### src/srm_pkg.sv
// Constants and types shared by the serial register port and its FIFO
package srm_pkg;

    // ------------------------------------------------------------------
    // Frame layout
    // ------------------------------------------------------------------
    localparam int ADDR_W = 7;
    localparam int DATA_W = 8;
    localparam int BIT_CNT_W = 3;
    localparam logic [2:0] BIT_LAST = 3'h7;
    localparam int DIR_BIT = 7;
    localparam logic [6:0] ADDR_STEP = 7'h01;

    // ------------------------------------------------------------------
    // Register offsets
    // ------------------------------------------------------------------
    localparam logic [6:0] REG_STATUS = 7'h02;
    localparam logic [6:0] REG_MODE = 7'h07;
    localparam logic [6:0] REG_OPT = 7'h08;
    localparam logic [6:0] REG_GPIO0 = 7'h0B;
    localparam logic [6:0] REG_GPIO1 = 7'h0C;
    localparam logic [6:0] REG_GPIO2 = 7'h0D;
    localparam logic [6:0] REG_FIFO = 7'h7F;
    localparam int NUM_REGS = 128;

    // ------------------------------------------------------------------
    // Mode register bits, option bits, reset values
    // ------------------------------------------------------------------
    localparam int MB_READY = 0;
    localparam int MB_TUNE = 1;
    localparam int MB_RX = 2;
    localparam int MB_SENSOR = 3;
    localparam int MB_SLEEP = 4;
    localparam logic [7:0] MODE_RESET = 8'h01;
    localparam int OPT_LFOSC = 0;
    localparam int OPT_AUX = 1;
    localparam logic [7:0] OPT_RESET = 8'h00;

    // Block enable vector positions
    localparam int EN_LDO = 0;
    localparam int EN_SPI = 1;
    localparam int EN_LFOSC = 2;
    localparam int EN_AUX = 3;
    localparam int EN_MAIN_CRYSTAL_OSC = 4;
    localparam int EN_PLL = 5;
    localparam int EN_RX = 6;
    localparam int EN_W = 7;

    // ------------------------------------------------------------------
    // FIFO and pins
    // ------------------------------------------------------------------
    localparam int FIFO_W = 8;
    localparam int FIFO_DEPTH = 64;
    localparam int FIFO_PTR_W = 6;
    localparam int GPIO_N = 3;
    localparam int GPIO_FN_W = 3;
    localparam logic [2:0] GF_OFF = 3'h0;
    localparam logic [2:0] GF_MCLK = 3'h1;
    localparam logic [2:0] GF_ANT = 3'h2;
    localparam logic [2:0] GF_ANT_N = 3'h3;
    localparam logic [2:0] GF_POR = 3'h4;
    localparam logic [2:0] GF_IRQ = 3'h5;
    localparam logic [2:0] GF_RXBIT = 3'h6;
    localparam logic [2:0] GF_FIFO_NE = 3'h7;

    // ------------------------------------------------------------------
    // Timing
    // ------------------------------------------------------------------
    localparam int SYS_CLK_HZ = 10_000_000;
    localparam int MCLK_HZ = 1_000_000;
    localparam int MCLK_HALF = SYS_CLK_HZ / (2 * MCLK_HZ);
    localparam int MCLK_CNT_W = 3;
    localparam int POR_TIME_MS = 16;
    localparam int POR_CYCLES = (SYS_CLK_HZ / 1000) * POR_TIME_MS;
    localparam int POR_CNT_W = 18;

    // Idle and receive modes, lowest power first
    typedef enum logic [2:0] {
        MODE_STANDBY,
        MODE_SLEEP,
        MODE_SENSOR,
        MODE_READY,
        MODE_TUNE,
        MODE_RX
    } srm_mode_t;

endpackage

### src/srm_spi_dev.sv
// Serial register port, mode-driven block enables, pin functions, rx FIFO
// Behaviour
// - Frame is sixteen bits: direction, seven address bits, eight data bits.
// - Direction one writes a register, direction zero reads it.
// - Seven-bit address selects one of 128 byte registers.
// - Address and data are captured whole, every eight serial clocks.
// - During a read, input on the data byte is ignored.
// - Read data leaves on the next eight falling serial clock edges.
// - After a read byte, output keeps the last bit until deselect.
// - While deselected, output is released to the pull-up, not driven.
// - Continued clocking under select steps the address for the next byte.
// - In bursts, a new input byte is latched every eight clocks.
// - Every mode but shutdown is chosen by register write.
// - Block enables accumulate from standby up to receive.
// - Don't-care blocks follow independent option bits.
// - Low-frequency oscillator and wake timer switch as one group.
// - Auxiliary group enable follows the mode mapping.
// - Port and register storage stay on in every powered mode.
// - Received bytes are read from a 64-byte FIFO or a pin.
// - Three pins offer clock, antenna, reset and interrupt functions.
// - After reset or power-down the ready mode is selected.
`timescale 1ns/1ps
`default_nettype none
module srm_spi_dev
    import srm_pkg::*;
#(
    parameter int POR_CYC = POR_CYCLES
) (
    // Clock and reset
    input wire logic sys_clk,
    input wire logic nrst,
    // Serial port pins
    input wire logic spi_sclk,
    input wire logic spi_sdi,
    input wire logic chip_select_n,
    output logic spi_sdo,
    output logic spi_sdo_oe,
    // Power control pin
    input wire logic power_down_pin,
    // Demodulator side
    input wire logic [FIFO_W-1:0] rx_byte,
    input wire logic rx_byte_valid,
    output logic rx_byte_ready,
    input wire logic rx_bit,
    input wire logic irq_n_in,
    input wire logic ant_sel,
    // Pin functions
    output logic [GPIO_N-1:0] gpio_out,
    output logic [GPIO_N-1:0] gpio_oe,
    // Block enables
    output logic [EN_W-1:0] blk_en,
    output srm_mode_t mode
);

    // ------------------------------------------------------------------
    // State
    // ------------------------------------------------------------------
    typedef struct packed {
        logic cs_m, cs_s, ck_m, ck_s, ck_d, di_m, di_s, pd_m, pd_s;
        logic [BIT_CNT_W-1:0] cnt;
        logic data_ph;
        logic is_wr;
        logic [ADDR_W-1:0] addr;
        logic [DATA_W-2:0] sh;
        logic [DATA_W-1:0] tx;
        logic sdo;
        logic sdo_oe;
        logic pop;
        logic [NUM_REGS-1:0][DATA_W-1:0] regs;
        logic [DATA_W-1:0] mode_reg;
        logic [DATA_W-1:0] opt_reg;
        logic [GPIO_N-1:0][GPIO_FN_W-1:0] gcfg;
        logic [EN_W-1:0] en;
        logic [MCLK_CNT_W-1:0] mcnt;
        logic mclk;
        logic [POR_CNT_W-1:0] por_cnt;
        logic por_busy;
        logic [GPIO_N-1:0] go;
        logic [GPIO_N-1:0] goe;
    } srm_st_t;

    localparam logic [POR_CNT_W-1:0] POR_LAST = POR_CNT_W'(POR_CYC - 1);
    localparam logic [MCLK_CNT_W-1:0] MCLK_LAST = MCLK_CNT_W'(MCLK_HALF - 1);

    srm_st_t st_r;
    srm_st_t st_nxt;
    logic rise;
    logic fall;
    logic byte_done;
    logic [DATA_W-1:0] byte_in;
    logic [FIFO_W-1:0] fifo_data;
    logic fifo_valid;
    srm_mode_t mode_cur;

    // ------------------------------------------------------------------
    // Functions
    // ------------------------------------------------------------------

    // Set mode bit wins in order receive, tune, ready, sensor, sleep; no encoding reaches shutdown
    function automatic srm_mode_t mode_of(input logic [DATA_W-1:0] m);
        srm_mode_t r;
        r = MODE_STANDBY;
        if (m[MB_RX]) begin
            r = MODE_RX;
        end else if (m[MB_TUNE]) begin
            r = MODE_TUNE;
        end else if (m[MB_READY]) begin
            r = MODE_READY;
        end else if (m[MB_SENSOR]) begin
            r = MODE_SENSOR;
        end else if (m[MB_SLEEP]) begin
            r = MODE_SLEEP;
        end
        return r;
    endfunction

    // Read value of one register address
    function automatic logic [DATA_W-1:0] rd_val(input srm_st_t s,
            input logic [ADDR_W-1:0] a, input logic fv,
            input logic [FIFO_W-1:0] fd);
        logic [DATA_W-1:0] r;
        r = s.regs[a];
        case (a)
            REG_STATUS: r = {fv, 4'h0, mode_of(s.mode_reg)};
            REG_MODE: r = s.mode_reg;
            REG_OPT: r = s.opt_reg;
            REG_GPIO0: r = {5'h00, s.gcfg[0]};
            REG_GPIO1: r = {5'h00, s.gcfg[1]};
            REG_GPIO2: r = {5'h00, s.gcfg[2]};
            REG_FIFO: r = fv ? fd : 8'h00;
            default: r = s.regs[a];
        endcase
        return r;
    endfunction

    // ------------------------------------------------------------------
    // Receive FIFO
    // ------------------------------------------------------------------
    srm_fifo #(
        .W(FIFO_W),
        .DEPTH(FIFO_DEPTH),
        .PTR_W(FIFO_PTR_W)
    ) u_rx_fifo (
        .sys_clk(sys_clk),
        .nrst(nrst),
        .in_data(rx_byte),
        .in_valid(rx_byte_valid),
        .in_ready(rx_byte_ready),
        .out_data(fifo_data),
        .out_valid(fifo_valid),
        .out_ready(st_r.pop)
    );

    // Edge finding on the synchronised serial clock
    assign rise = st_r.ck_s & ~st_r.ck_d;
    assign fall = ~st_r.ck_s & st_r.ck_d;
    assign byte_in = {st_r.sh, st_r.di_s};
    assign byte_done = rise & (st_r.cnt == BIT_LAST) & ~st_r.cs_s;
    assign mode_cur = mode_of(st_r.mode_reg);

    // Outputs
    assign spi_sdo = st_r.sdo;
    assign spi_sdo_oe = st_r.sdo_oe;
    assign gpio_out = st_r.go;
    assign gpio_oe = st_r.goe;
    assign blk_en = st_r.en;
    assign mode = mode_cur;

    // ------------------------------------------------------------------
    // Next state
    // ------------------------------------------------------------------
    always_comb begin
        st_nxt = st_r;
        st_nxt.pop = 1'b0;
        // Two-stage synchronisers for every pin input
        st_nxt.cs_m = chip_select_n;
        st_nxt.cs_s = st_r.cs_m;
        st_nxt.ck_m = spi_sclk;
        st_nxt.ck_s = st_r.ck_m;
        st_nxt.ck_d = st_r.ck_s;
        st_nxt.di_m = spi_sdi;
        st_nxt.di_s = st_r.di_m;
        st_nxt.pd_m = power_down_pin;
        st_nxt.pd_s = st_r.pd_m;

        if (st_r.pd_s) begin
            // Shutdown: port dead, registers lost, ready mode on exit
            st_nxt.cnt = '0;
            st_nxt.data_ph = 1'b0;
            st_nxt.sdo = 1'b1;
            st_nxt.sdo_oe = 1'b0;
            st_nxt.regs = '0;
            st_nxt.mode_reg = MODE_RESET;
            st_nxt.opt_reg = OPT_RESET;
            st_nxt.gcfg = '0;
            st_nxt.por_cnt = '0;
            st_nxt.por_busy = 1'b1;
        end else if (st_r.cs_s) begin
            // Deselected: drop partial byte, release output
            st_nxt.cnt = '0;
            st_nxt.data_ph = 1'b0;
            st_nxt.sdo = 1'b1;
            st_nxt.sdo_oe = 1'b0;
        end else begin
            // Rising edge: shift in, MSB first
            if (rise) begin
                st_nxt.sh = byte_in[DATA_W-2:0];
                st_nxt.cnt = st_r.cnt + 1'b1;
            end
            if (byte_done && !st_r.data_ph) begin
                // Address byte complete
                st_nxt.data_ph = 1'b1;
                st_nxt.is_wr = byte_in[DIR_BIT];
                st_nxt.addr = byte_in[ADDR_W-1:0];
                if (!byte_in[DIR_BIT]) begin
                    st_nxt.tx = rd_val(st_r, byte_in[ADDR_W-1:0],
                        fifo_valid, fifo_data);
                    st_nxt.pop = (byte_in[ADDR_W-1:0] == REG_FIFO) &
                        fifo_valid;
                end
            end else if (byte_done) begin
                // Data byte complete: store, then step the address
                if (st_r.is_wr) begin
                    case (st_r.addr)
                        REG_MODE: st_nxt.mode_reg = byte_in;
                        REG_OPT: st_nxt.opt_reg = byte_in;
                        REG_GPIO0: st_nxt.gcfg[0] = byte_in[GPIO_FN_W-1:0];
                        REG_GPIO1: st_nxt.gcfg[1] = byte_in[GPIO_FN_W-1:0];
                        REG_GPIO2: st_nxt.gcfg[2] = byte_in[GPIO_FN_W-1:0];
                        REG_STATUS, REG_FIFO: st_nxt.regs = st_r.regs;
                        default: st_nxt.regs[st_r.addr] = byte_in;
                    endcase
                end else begin
                    // Read: input byte ignored, next register loaded
                    st_nxt.tx = rd_val(st_r, st_r.addr + ADDR_STEP,
                        fifo_valid, fifo_data);
                    st_nxt.pop = ((st_r.addr + ADDR_STEP) == REG_FIFO) &
                        fifo_valid;
                end
                st_nxt.addr = st_r.addr + ADDR_STEP;
            end
            // Falling edge: next read bit out; holds between edges
            if (fall && st_r.data_ph && !st_r.is_wr) begin
                st_nxt.sdo = st_r.tx[DATA_W-1];
                st_nxt.tx = {st_r.tx[DATA_W-2:0], 1'b0};
                st_nxt.sdo_oe = 1'b1;
            end
        end

        // Block enables by mode, option bits for don't-care cells
        st_nxt.en = '0;
        st_nxt.en[EN_LDO] = ~st_r.pd_s;
        st_nxt.en[EN_SPI] = ~st_r.pd_s;
        if (!st_r.pd_s) begin
            case (mode_cur)
                MODE_STANDBY: st_nxt.en[EN_LFOSC] = 1'b0;
                MODE_SLEEP: begin
                    st_nxt.en[EN_LFOSC] = 1'b1;
                    st_nxt.en[EN_AUX] = st_r.opt_reg[OPT_AUX];
                end
                MODE_SENSOR: begin
                    st_nxt.en[EN_LFOSC] = st_r.opt_reg[OPT_LFOSC];
                    st_nxt.en[EN_AUX] = 1'b1;
                end
                default: begin
                    st_nxt.en[EN_LFOSC] = st_r.opt_reg[OPT_LFOSC];
                    st_nxt.en[EN_AUX] = st_r.opt_reg[OPT_AUX];
                    st_nxt.en[EN_MAIN_CRYSTAL_OSC] = 1'b1;
                    st_nxt.en[EN_PLL] = (mode_cur == MODE_TUNE) ||
                        (mode_cur == MODE_RX);
                    st_nxt.en[EN_RX] = (mode_cur == MODE_RX);
                end
            endcase
        end

        // Host clock divider
        if (st_r.mcnt == MCLK_LAST) begin
            st_nxt.mcnt = '0;
            st_nxt.mclk = ~st_r.mclk;
        end else begin
            st_nxt.mcnt = st_r.mcnt + 1'b1;
        end

        // Reset indication window after power-up or power-down exit
        if (!st_r.pd_s && st_r.por_busy) begin
            st_nxt.por_cnt = st_r.por_cnt + 1'b1;
            st_nxt.por_busy = (st_r.por_cnt != POR_LAST);
        end

        // Pin function select
        for (int i = 0; i < GPIO_N; i++) begin
            st_nxt.goe[i] = (st_r.gcfg[i] != GF_OFF) & ~st_r.pd_s;
            case (st_r.gcfg[i])
                GF_MCLK: st_nxt.go[i] = st_r.mclk;
                GF_ANT: st_nxt.go[i] = ant_sel;
                GF_ANT_N: st_nxt.go[i] = ~ant_sel;
                GF_POR: st_nxt.go[i] = st_r.por_busy;
                GF_IRQ: st_nxt.go[i] = irq_n_in;
                GF_RXBIT: st_nxt.go[i] = rx_bit;
                GF_FIFO_NE: st_nxt.go[i] = fifo_valid;
                default: st_nxt.go[i] = 1'b0;
            endcase
        end
    end

    // State register
    always_ff @(posedge sys_clk or negedge nrst) begin
        if (!nrst) begin
            st_r <= '0;
            st_r.cs_m <= 1'b1;
            st_r.cs_s <= 1'b1;
            st_r.sdo <= 1'b1;
            st_r.mode_reg <= MODE_RESET;
            st_r.opt_reg <= OPT_RESET;
            st_r.por_busy <= 1'b1;
        end else begin
            st_r <= st_nxt;
        end
    end
endmodule
`default_nettype wire

### src/srm_fifo.sv
// Receive byte FIFO with registered read data
`timescale 1ns/1ps
`default_nettype none
module srm_fifo #(
    parameter int W = 8,
    parameter int DEPTH = 64,
    parameter int PTR_W = 6
) (
    // Clock and reset
    input wire logic sys_clk,
    input wire logic nrst,
    // Fill side
    input wire logic [W-1:0] in_data,
    input wire logic in_valid,
    output logic in_ready,
    // Drain side
    output logic [W-1:0] out_data,
    output logic out_valid,
    input wire logic out_ready
);

    // ------------------------------------------------------------------
    // State
    // ------------------------------------------------------------------
    typedef struct packed {
        logic [DEPTH-1:0][W-1:0] mem;
        logic [PTR_W-1:0] wr;
        logic [PTR_W-1:0] rd;
        logic [PTR_W:0] cnt;
        logic [W-1:0] dout;
        logic vld;
    } srm_fifo_st_t;

    srm_fifo_st_t st_r;
    srm_fifo_st_t st_nxt;
    logic push;
    logic pop;

    // Full from the live count; valid from the registered head flag
    assign in_ready = (st_r.cnt != (PTR_W+1)'(DEPTH));
    assign out_valid = st_r.vld;
    assign out_data = st_r.dout;
    assign push = in_valid & in_ready;
    assign pop = out_ready & st_r.vld;

    // Pointer, count and head register update
    always_comb begin
        st_nxt = st_r;
        if (push) begin
            st_nxt.mem[st_r.wr] = in_data;
            st_nxt.wr = st_r.wr + 1'b1;
        end
        if (pop) begin
            st_nxt.rd = st_r.rd + 1'b1;
        end
        st_nxt.cnt = st_r.cnt + (PTR_W+1)'(push) - (PTR_W+1)'(pop);
        st_nxt.dout = st_r.mem[st_r.rd];
        st_nxt.vld = (st_r.cnt != '0) & ~pop;
    end

    // State register
    always_ff @(posedge sys_clk or negedge nrst) begin
        if (!nrst) begin
            st_r <= '0;
        end else begin
            st_r <= st_nxt;
        end
    end

endmodule
`default_nettype wire

### config.mk
export PLATFORM = sky130hd
export DESIGN_NAME = srm_spi_dev
export DESIGN_NICKNAME = d
export VERILOG_FILES = /design/src/srm_pkg.sv /design/src/srm_spi_dev.sv /design/src/srm_fifo.sv
export SDC_FILE = /design/constraint.sdc
export NUM_CORES = 2
export LEC_CHECK = 0
export CORE_ASPECT_RATIO = 1.75
export CORE_UTILIZATION = 58
export CTS_CLUSTER_SIZE = 24
export DETAILED_ROUTE_END_ITERATION = 8
export DONT_BUFFER_PORTS = 1
export GPL_TIMING_DRIVEN = 0
export MAX_ROUTING_LAYER = met4
export PLACE_DENSITY = 0.74
export SLEW_MARGIN = 30
export SYNTH_ARGS = -nofsm -noshare
export SYNTH_HDL_FRONTEND = slang
export SYNTH_SLANG_ARGS = --single-unit
export TNS_END_PERCENT = 50
### constraint.sdc
create_clock -name sys_clk -period 9.33 [get_ports sys_clk]
set_clock_uncertainty 0.15 [all_clocks]
set_input_delay 1.866 -clock sys_clk [delete_from_list [all_inputs] [get_ports sys_clk]]
set_output_delay 1.866 -clock sys_clk [all_outputs]
set_load 0.1 [all_outputs]
==> results.cfg, run 1 <==
[cts]
clk_root_buffer_cell = clkbuf_16
postCtsSetupRepairBufs = 0
holdBufCountCts = 0
clock_tree.htree_level_count = 4
cts_inserted_buffers = 155
clockBufferDepth = 3
cts_resized = 0
cts_sinks = 1663

[floorplan]
std_cell_rows = 183
dieHeight_um = 504
top_level_ports = 37
effective_utilization_at_floorplan_pct = 58.7
die-width_um = 289

[global_route]
grt_pass1_vias = 80400
first_pass_grt_wire_length_um = 746000
grt-ovfl-total = 771
grt_util_all_layers_pct = 75.7
grt_start_max_net_pins = 238

[placed_design]
post-dp-hpwl_um = 326000
worst_slack_after_detailed_placement_ns = 0.429
routabilityCongestion = 1.22
buffer_ports.inserted = 0

[yosys]
mappedNetlistNets = 6353
synth.cell_area_um2 = 83500
synth_seq_cells = 1663
synth_ff_type = dfrtp_1
yosys_warnings = 0
synth_edf_count = 0
synthCells = 6313
postSynthAreaPerCell_um2 = 13.2
post_synth_num_cell_types = 77
post_synth_arst_share_pct = 100
seq_total_area_yosys_pct = 49.8

[outcome]
failed_stage = 5_1_grt
error = [ERROR GRT-0116] Global routing finished with congestion. Check the congestion regions in the DRC Viewer.
run_status = stopped before the end
## cells in the mapped netlist (32+ instances only)
| cell | number | area (um2) |
|---|---|---|
| nor3_1 | 37 | 185 |
| o21ai_0 | 439 | 2200 |
| dfrtp_1 | 1658 | 41500 |
| mux2_2 | 524 | 5900 |
| a31oi_1 | 32 | 200 |
| buf_1 | 61 | 229 |
| buf_2 | 134 | 671 |
| a22o_1 | 659 | 5770 |
| mux4_2 | 740 | 16700 |
| nor2_1 | 204 | 766 |
| o21ai_1 | 50 | 250 |
| nand2_1 | 851 | 3190 |
| buf_4 | 44 | 330 |
| mux2i_1 | 54 | 541 |
| nand3_1 | 125 | 626 |
| clkbuf_1 | 242 | 908 |
| o21ai_2 | 35 | 307 |
| a21oi_1 | 51 | 255 |
## metal layers
metal / global-route usage [%] / GRT overflow
met5: - / -
met4: 73.7 / 334
met3: 57.2 / 21
met2: 90.2 / 400
met1: 75.7 / 16
## metrics by stage
step | cell area, um2 | std cells | utilization, %
2_1_floorplan | 83500 | 6313 | -
3_3_place_gp | 85800 | 8163 | 60.3
3_5_place_dp | 87600 | 8220 | 61.5
4_1_cts | 93100 | 8507 | 65.4
## cell families after synthesis
group | synth area share, %
xor gates and xnor gates | 0.512
and+or+nand+nor | 6.78
adders and majority gates | 0.339
AOI/OAI and AO/OA | 12.0
muxes | 27.7
DFF | 49.8
buffers and inverters | 2.84
==> run 2, diff against run 1 <==
--- a/config.mk
+++ b/config.mk
@@ -5,14 +5,11 @@
 export SDC_FILE = /design/constraint.sdc
 export NUM_CORES = 2
 export LEC_CHECK = 0
-export CORE_ASPECT_RATIO = 1.75
-export CORE_UTILIZATION = 58
-export CTS_CLUSTER_SIZE = 24
+export CORE_UTILIZATION = 40
 export DETAILED_ROUTE_END_ITERATION = 8
 export DONT_BUFFER_PORTS = 1
 export GPL_TIMING_DRIVEN = 0
-export MAX_ROUTING_LAYER = met4
-export PLACE_DENSITY = 0.74
+export PLACE_DENSITY_LB_ADDON = 0.15
 export SLEW_MARGIN = 30
 export SYNTH_ARGS = -nofsm -noshare
 export SYNTH_HDL_FRONTEND = slang
==> run 2 against run 1 <==
Against the previous run: the flow now finishes without violations; synthesized cell count is the same; synthesized area is the same.
==> results.cfg, run 2 <==
[outcome]
run_status = finished, final reports clean

[timing]
finalSetupViolations = 0
max_slew.worst_pin.slew_ns = 1.22
timing.fmax_mhz = 113
period_minus_slack_ns = 8.89
hold-worst-slack_ns = 0.196
final_hold_viol_count = 0
grt_setup_unrepaired = no
layout_worst_path_cycle_share_pct = 95.2
setup_ws_ns = 0.443
slew_violations = 0
maxSlewHeadroom_pct = 17.8

[hold_path]
min_path_type = reg2reg

[yosys]
synthCells = 6313
synth.largest_area_cell = dfrtp_1
synth_edf_count = 0
synthMostInstantiatedCell = dfrtp_1
post_synth_arst_share_pct = 100
synthDominantCellAreaShare_pct = 49.7
synth_top_cells_by_area = dfrtp_1, mux4_2, mux2_2, a22o_1, nand2_1
postSynthAreaPerCell_um2 = 13.2
synth.cell_area_um2 = 83500
synth_seq_cells = 1663
post_synth_num_cell_types = 77
synth.top_cells.by_count = dfrtp_1, nand2_1, mux4_2, a22o_1, mux2_2
mappedNetlistNets = 6353
yosys_warnings = 0
synth_ff_type = dfrtp_1
seq_total_area_yosys_pct = 49.8

[worst_setup_path]
setup.worst_path.class = reg2reg
critical_path.startpoint_type = register
crit_path_cell_trace = buf_2 -> buf_2 -> buf_2 -> buf_12 -> inv_1 -> buf_2 -> buf_2 -> buf_12 -> ha_1 -> buf_2 -> buf_4 -> buf_2 -> buf_2 -> buf_2 -> mux4_2 -> a21oi_1 -> nand3_1 -> a2bb2oi_1 -> a2bb2oi_1 -> a22oi_1
timing.critical_path.fanout_max = 11
timing.critical_path.mode_cell = buf_2
cp.required_ns = 9.92
cpLargestDelayFamily = buffers and inverters
worstPathBufferInverterCount = 13
max_stage_delay_ns = 0.88
worst_path_max_delay_cell = buf_2
crit_arrival_ns = 9.48
critPathCaptureType = register

[global_route]
antenna_found_initial = 46
first_pass_grt_wire_length_um = 581000
grt_util_all_layers_pct = 41.0
grt-ovfl-total = 0
grt_start_max_net_pins = 188
grt_pass1_vias = 64400

[cells_and_area]
mostFrequentLayoutCell = dfrtp_1
layout.cells.most_common_list = dfrtp_1, nand2_1, mux4_2
finish.net_count = 6615
regMostFlops = st_r
filler_cell_count = 18800
largest_register_ffs = 1096
post-route-util_pct = 46.2
share_of_cells_above_drive_strength_1_pct = 30.0
top_regs = st_r: 1096 flops, u_rx_fifo.st_r: 531 flops
seq_area_um2 = 41600
multi_input_area_um2 = 39800
final_cell_area_um2 = 95700
area_delta_synth_final_pct = 14.6

[power_and_ir_drop]
power_density_over_the_cells_nw_per_um2 = 206
worst_ir_drop_vdd_v = 0.000203
cellLeakagePower_nw = 40.7

[detailed_routing]
post_drt_via_cell_ratio = 7.01
drt_pass1_iterations = 9
routed-via-count = 67100
drtIter0Drc = 10100
drt-wirelength-per-cell_um = 45.2
antenna_left = 0
wirelength_um = 433000
remaining_drc_errors = 0

[cts]
cts_resized = 0
clockBufferDepth = 3
cts_sinks = 1663
cts_inserted_buffers = 189
clk_root_buffer_cell = clkbuf_16
worstSkewPairLatency_ns = 0.94
clk_pin_slew_worst_paths_ns = 0.07
clock_tree.htree_level_count = 4
tritoncts = done
holdBufCountCts = 0
postCtsSetupRepairBufs = 0

[floorplan]
effective_utilization_at_floorplan_pct = 40.3
die-width_um = 459
dieArea_um2 = 211000
std_cell_rows = 167
design.core.area_um2 = 207000
dieHeight_um = 459
top_level_ports = 37

[placed_design]
worst_slack_after_detailed_placement_ns = 0.816
buffer_ports.inserted = 0
routabilityCongestion = 1.10
post-dp-hpwl_um = 308000
detailed_place.area_um2 = 89000

[run]
maxCapViolCount = 0
-- run 2: cell counts after synthesis --
No cell type changed its count.
-- run 2: cell type report --
| type | count | share of cell area, % |
|---|---|---|
| clock inverter | 58 | 0.820 |
| multi-input combinational | 4131 | 41.6 |
| buffer | 494 | 2.51 |
| inverter | 25 | 0.0981 |
| clock buffer | 291 | 5.92 |
| sequential | 1663 | 43.5 |
| antenna | 50 | 0.131 |
| tap | 2788 | 3.64 |
| timing repair buffer | 71 | 1.79 |
-- run 2: worst register-to-register path: cells and delay by family, from the launching register on --
kind | cells | cell delay [ns]
DFF | 1 | 0.42
buffers and inverters | 13 | 5.61
AOI/OAI and AO/OA | 4 | 1.46
muxes | 1 | 0.42
and+or+nand+nor | 1 | 0.23
adders and majority gates | 1 | 0.44
-- run 2: per-layer routing --
metal | track usage, % | part of all wire, % | wire length, um | vias up
li1 | - | - | - | 24800
met4 | 31.7 | 9.2 | 39800 | 26
met1 | 49.6 | 36 | 156000 | 35400
met5 | 0.459 | 0.083 | 358 | -
met3 | 16.8 | 12 | 52900 | 1496
met2 | 57.9 | 42 | 183000 | 5320
-- run 2: per-stage QoR --
| step | power [mW] | TNS (ns) | instances |
|---|---|---|---|
| 2_1_floorplan | 10.2 | 0 | 6313 |
| 3_3_place_gp | 11.6 | -5.75 | 9101 |
| 3_5_place_dp | 11.9 | 0 | 9168 |
| 4_1_cts | 19.7 | 0 | 9517 |
| 5_1_grt | 20.2 | 0 | 9523 |
| 6_report | 19.8 | 0 | 9571 |
-- run 2: path summary, 6_finish.rpt --
path                                   startpoint                               to  slack, ns  depth (start not counted)
max in group asynchronous                    nrst  u_rx_fifo.st_r[172]$_DFFE_PN0P_       4.99                          6
hold reg to reg            st_nxt[1117]$_DFF_PN0_             byte_in[0]$_DFF_PN0_       0.20                          0
min in group asynchronous                    nrst           st_r[1082]$_DFFE_PN0P_       0.51                          0
setup / recovery           st_r[1103]$_DFFE_PN0P_           st_r[1089]$_DFFE_PN0P_       0.44                         20
setup reg to reg           st_r[1103]$_DFFE_PN0P_           st_r[1089]$_DFFE_PN0P_       0.44                         20
hold / removal             st_nxt[1117]$_DFF_PN0_             byte_in[0]$_DFF_PN0_       0.20                          0
-- run 2: report_power, final --
part	internal, mW	leakage, nW	switching (mW)	total, mW
logic	1.38	14.7	2.21	3.58
registers	7.94	22.9	0.414	8.36
clock network	4.41	3.15	3.40	7.81
-- run 2: cell families (layout without fill, tap and decap cells) --
logic type      Yosys count  after routing  share of synthesized area (%)
xor+xnor                 45             45                          0.512
fa+ha+maj                22             22                          0.339
flops                  1663           1663                           49.8
mux                    1318           1318                           27.7
simple gates           1349           1349                           6.78
buf+inv                 519            939                           2.84
compound gates         1397           1397                           12.0
other cells               0             50                              0
Power figures use the tool's default switching activity.
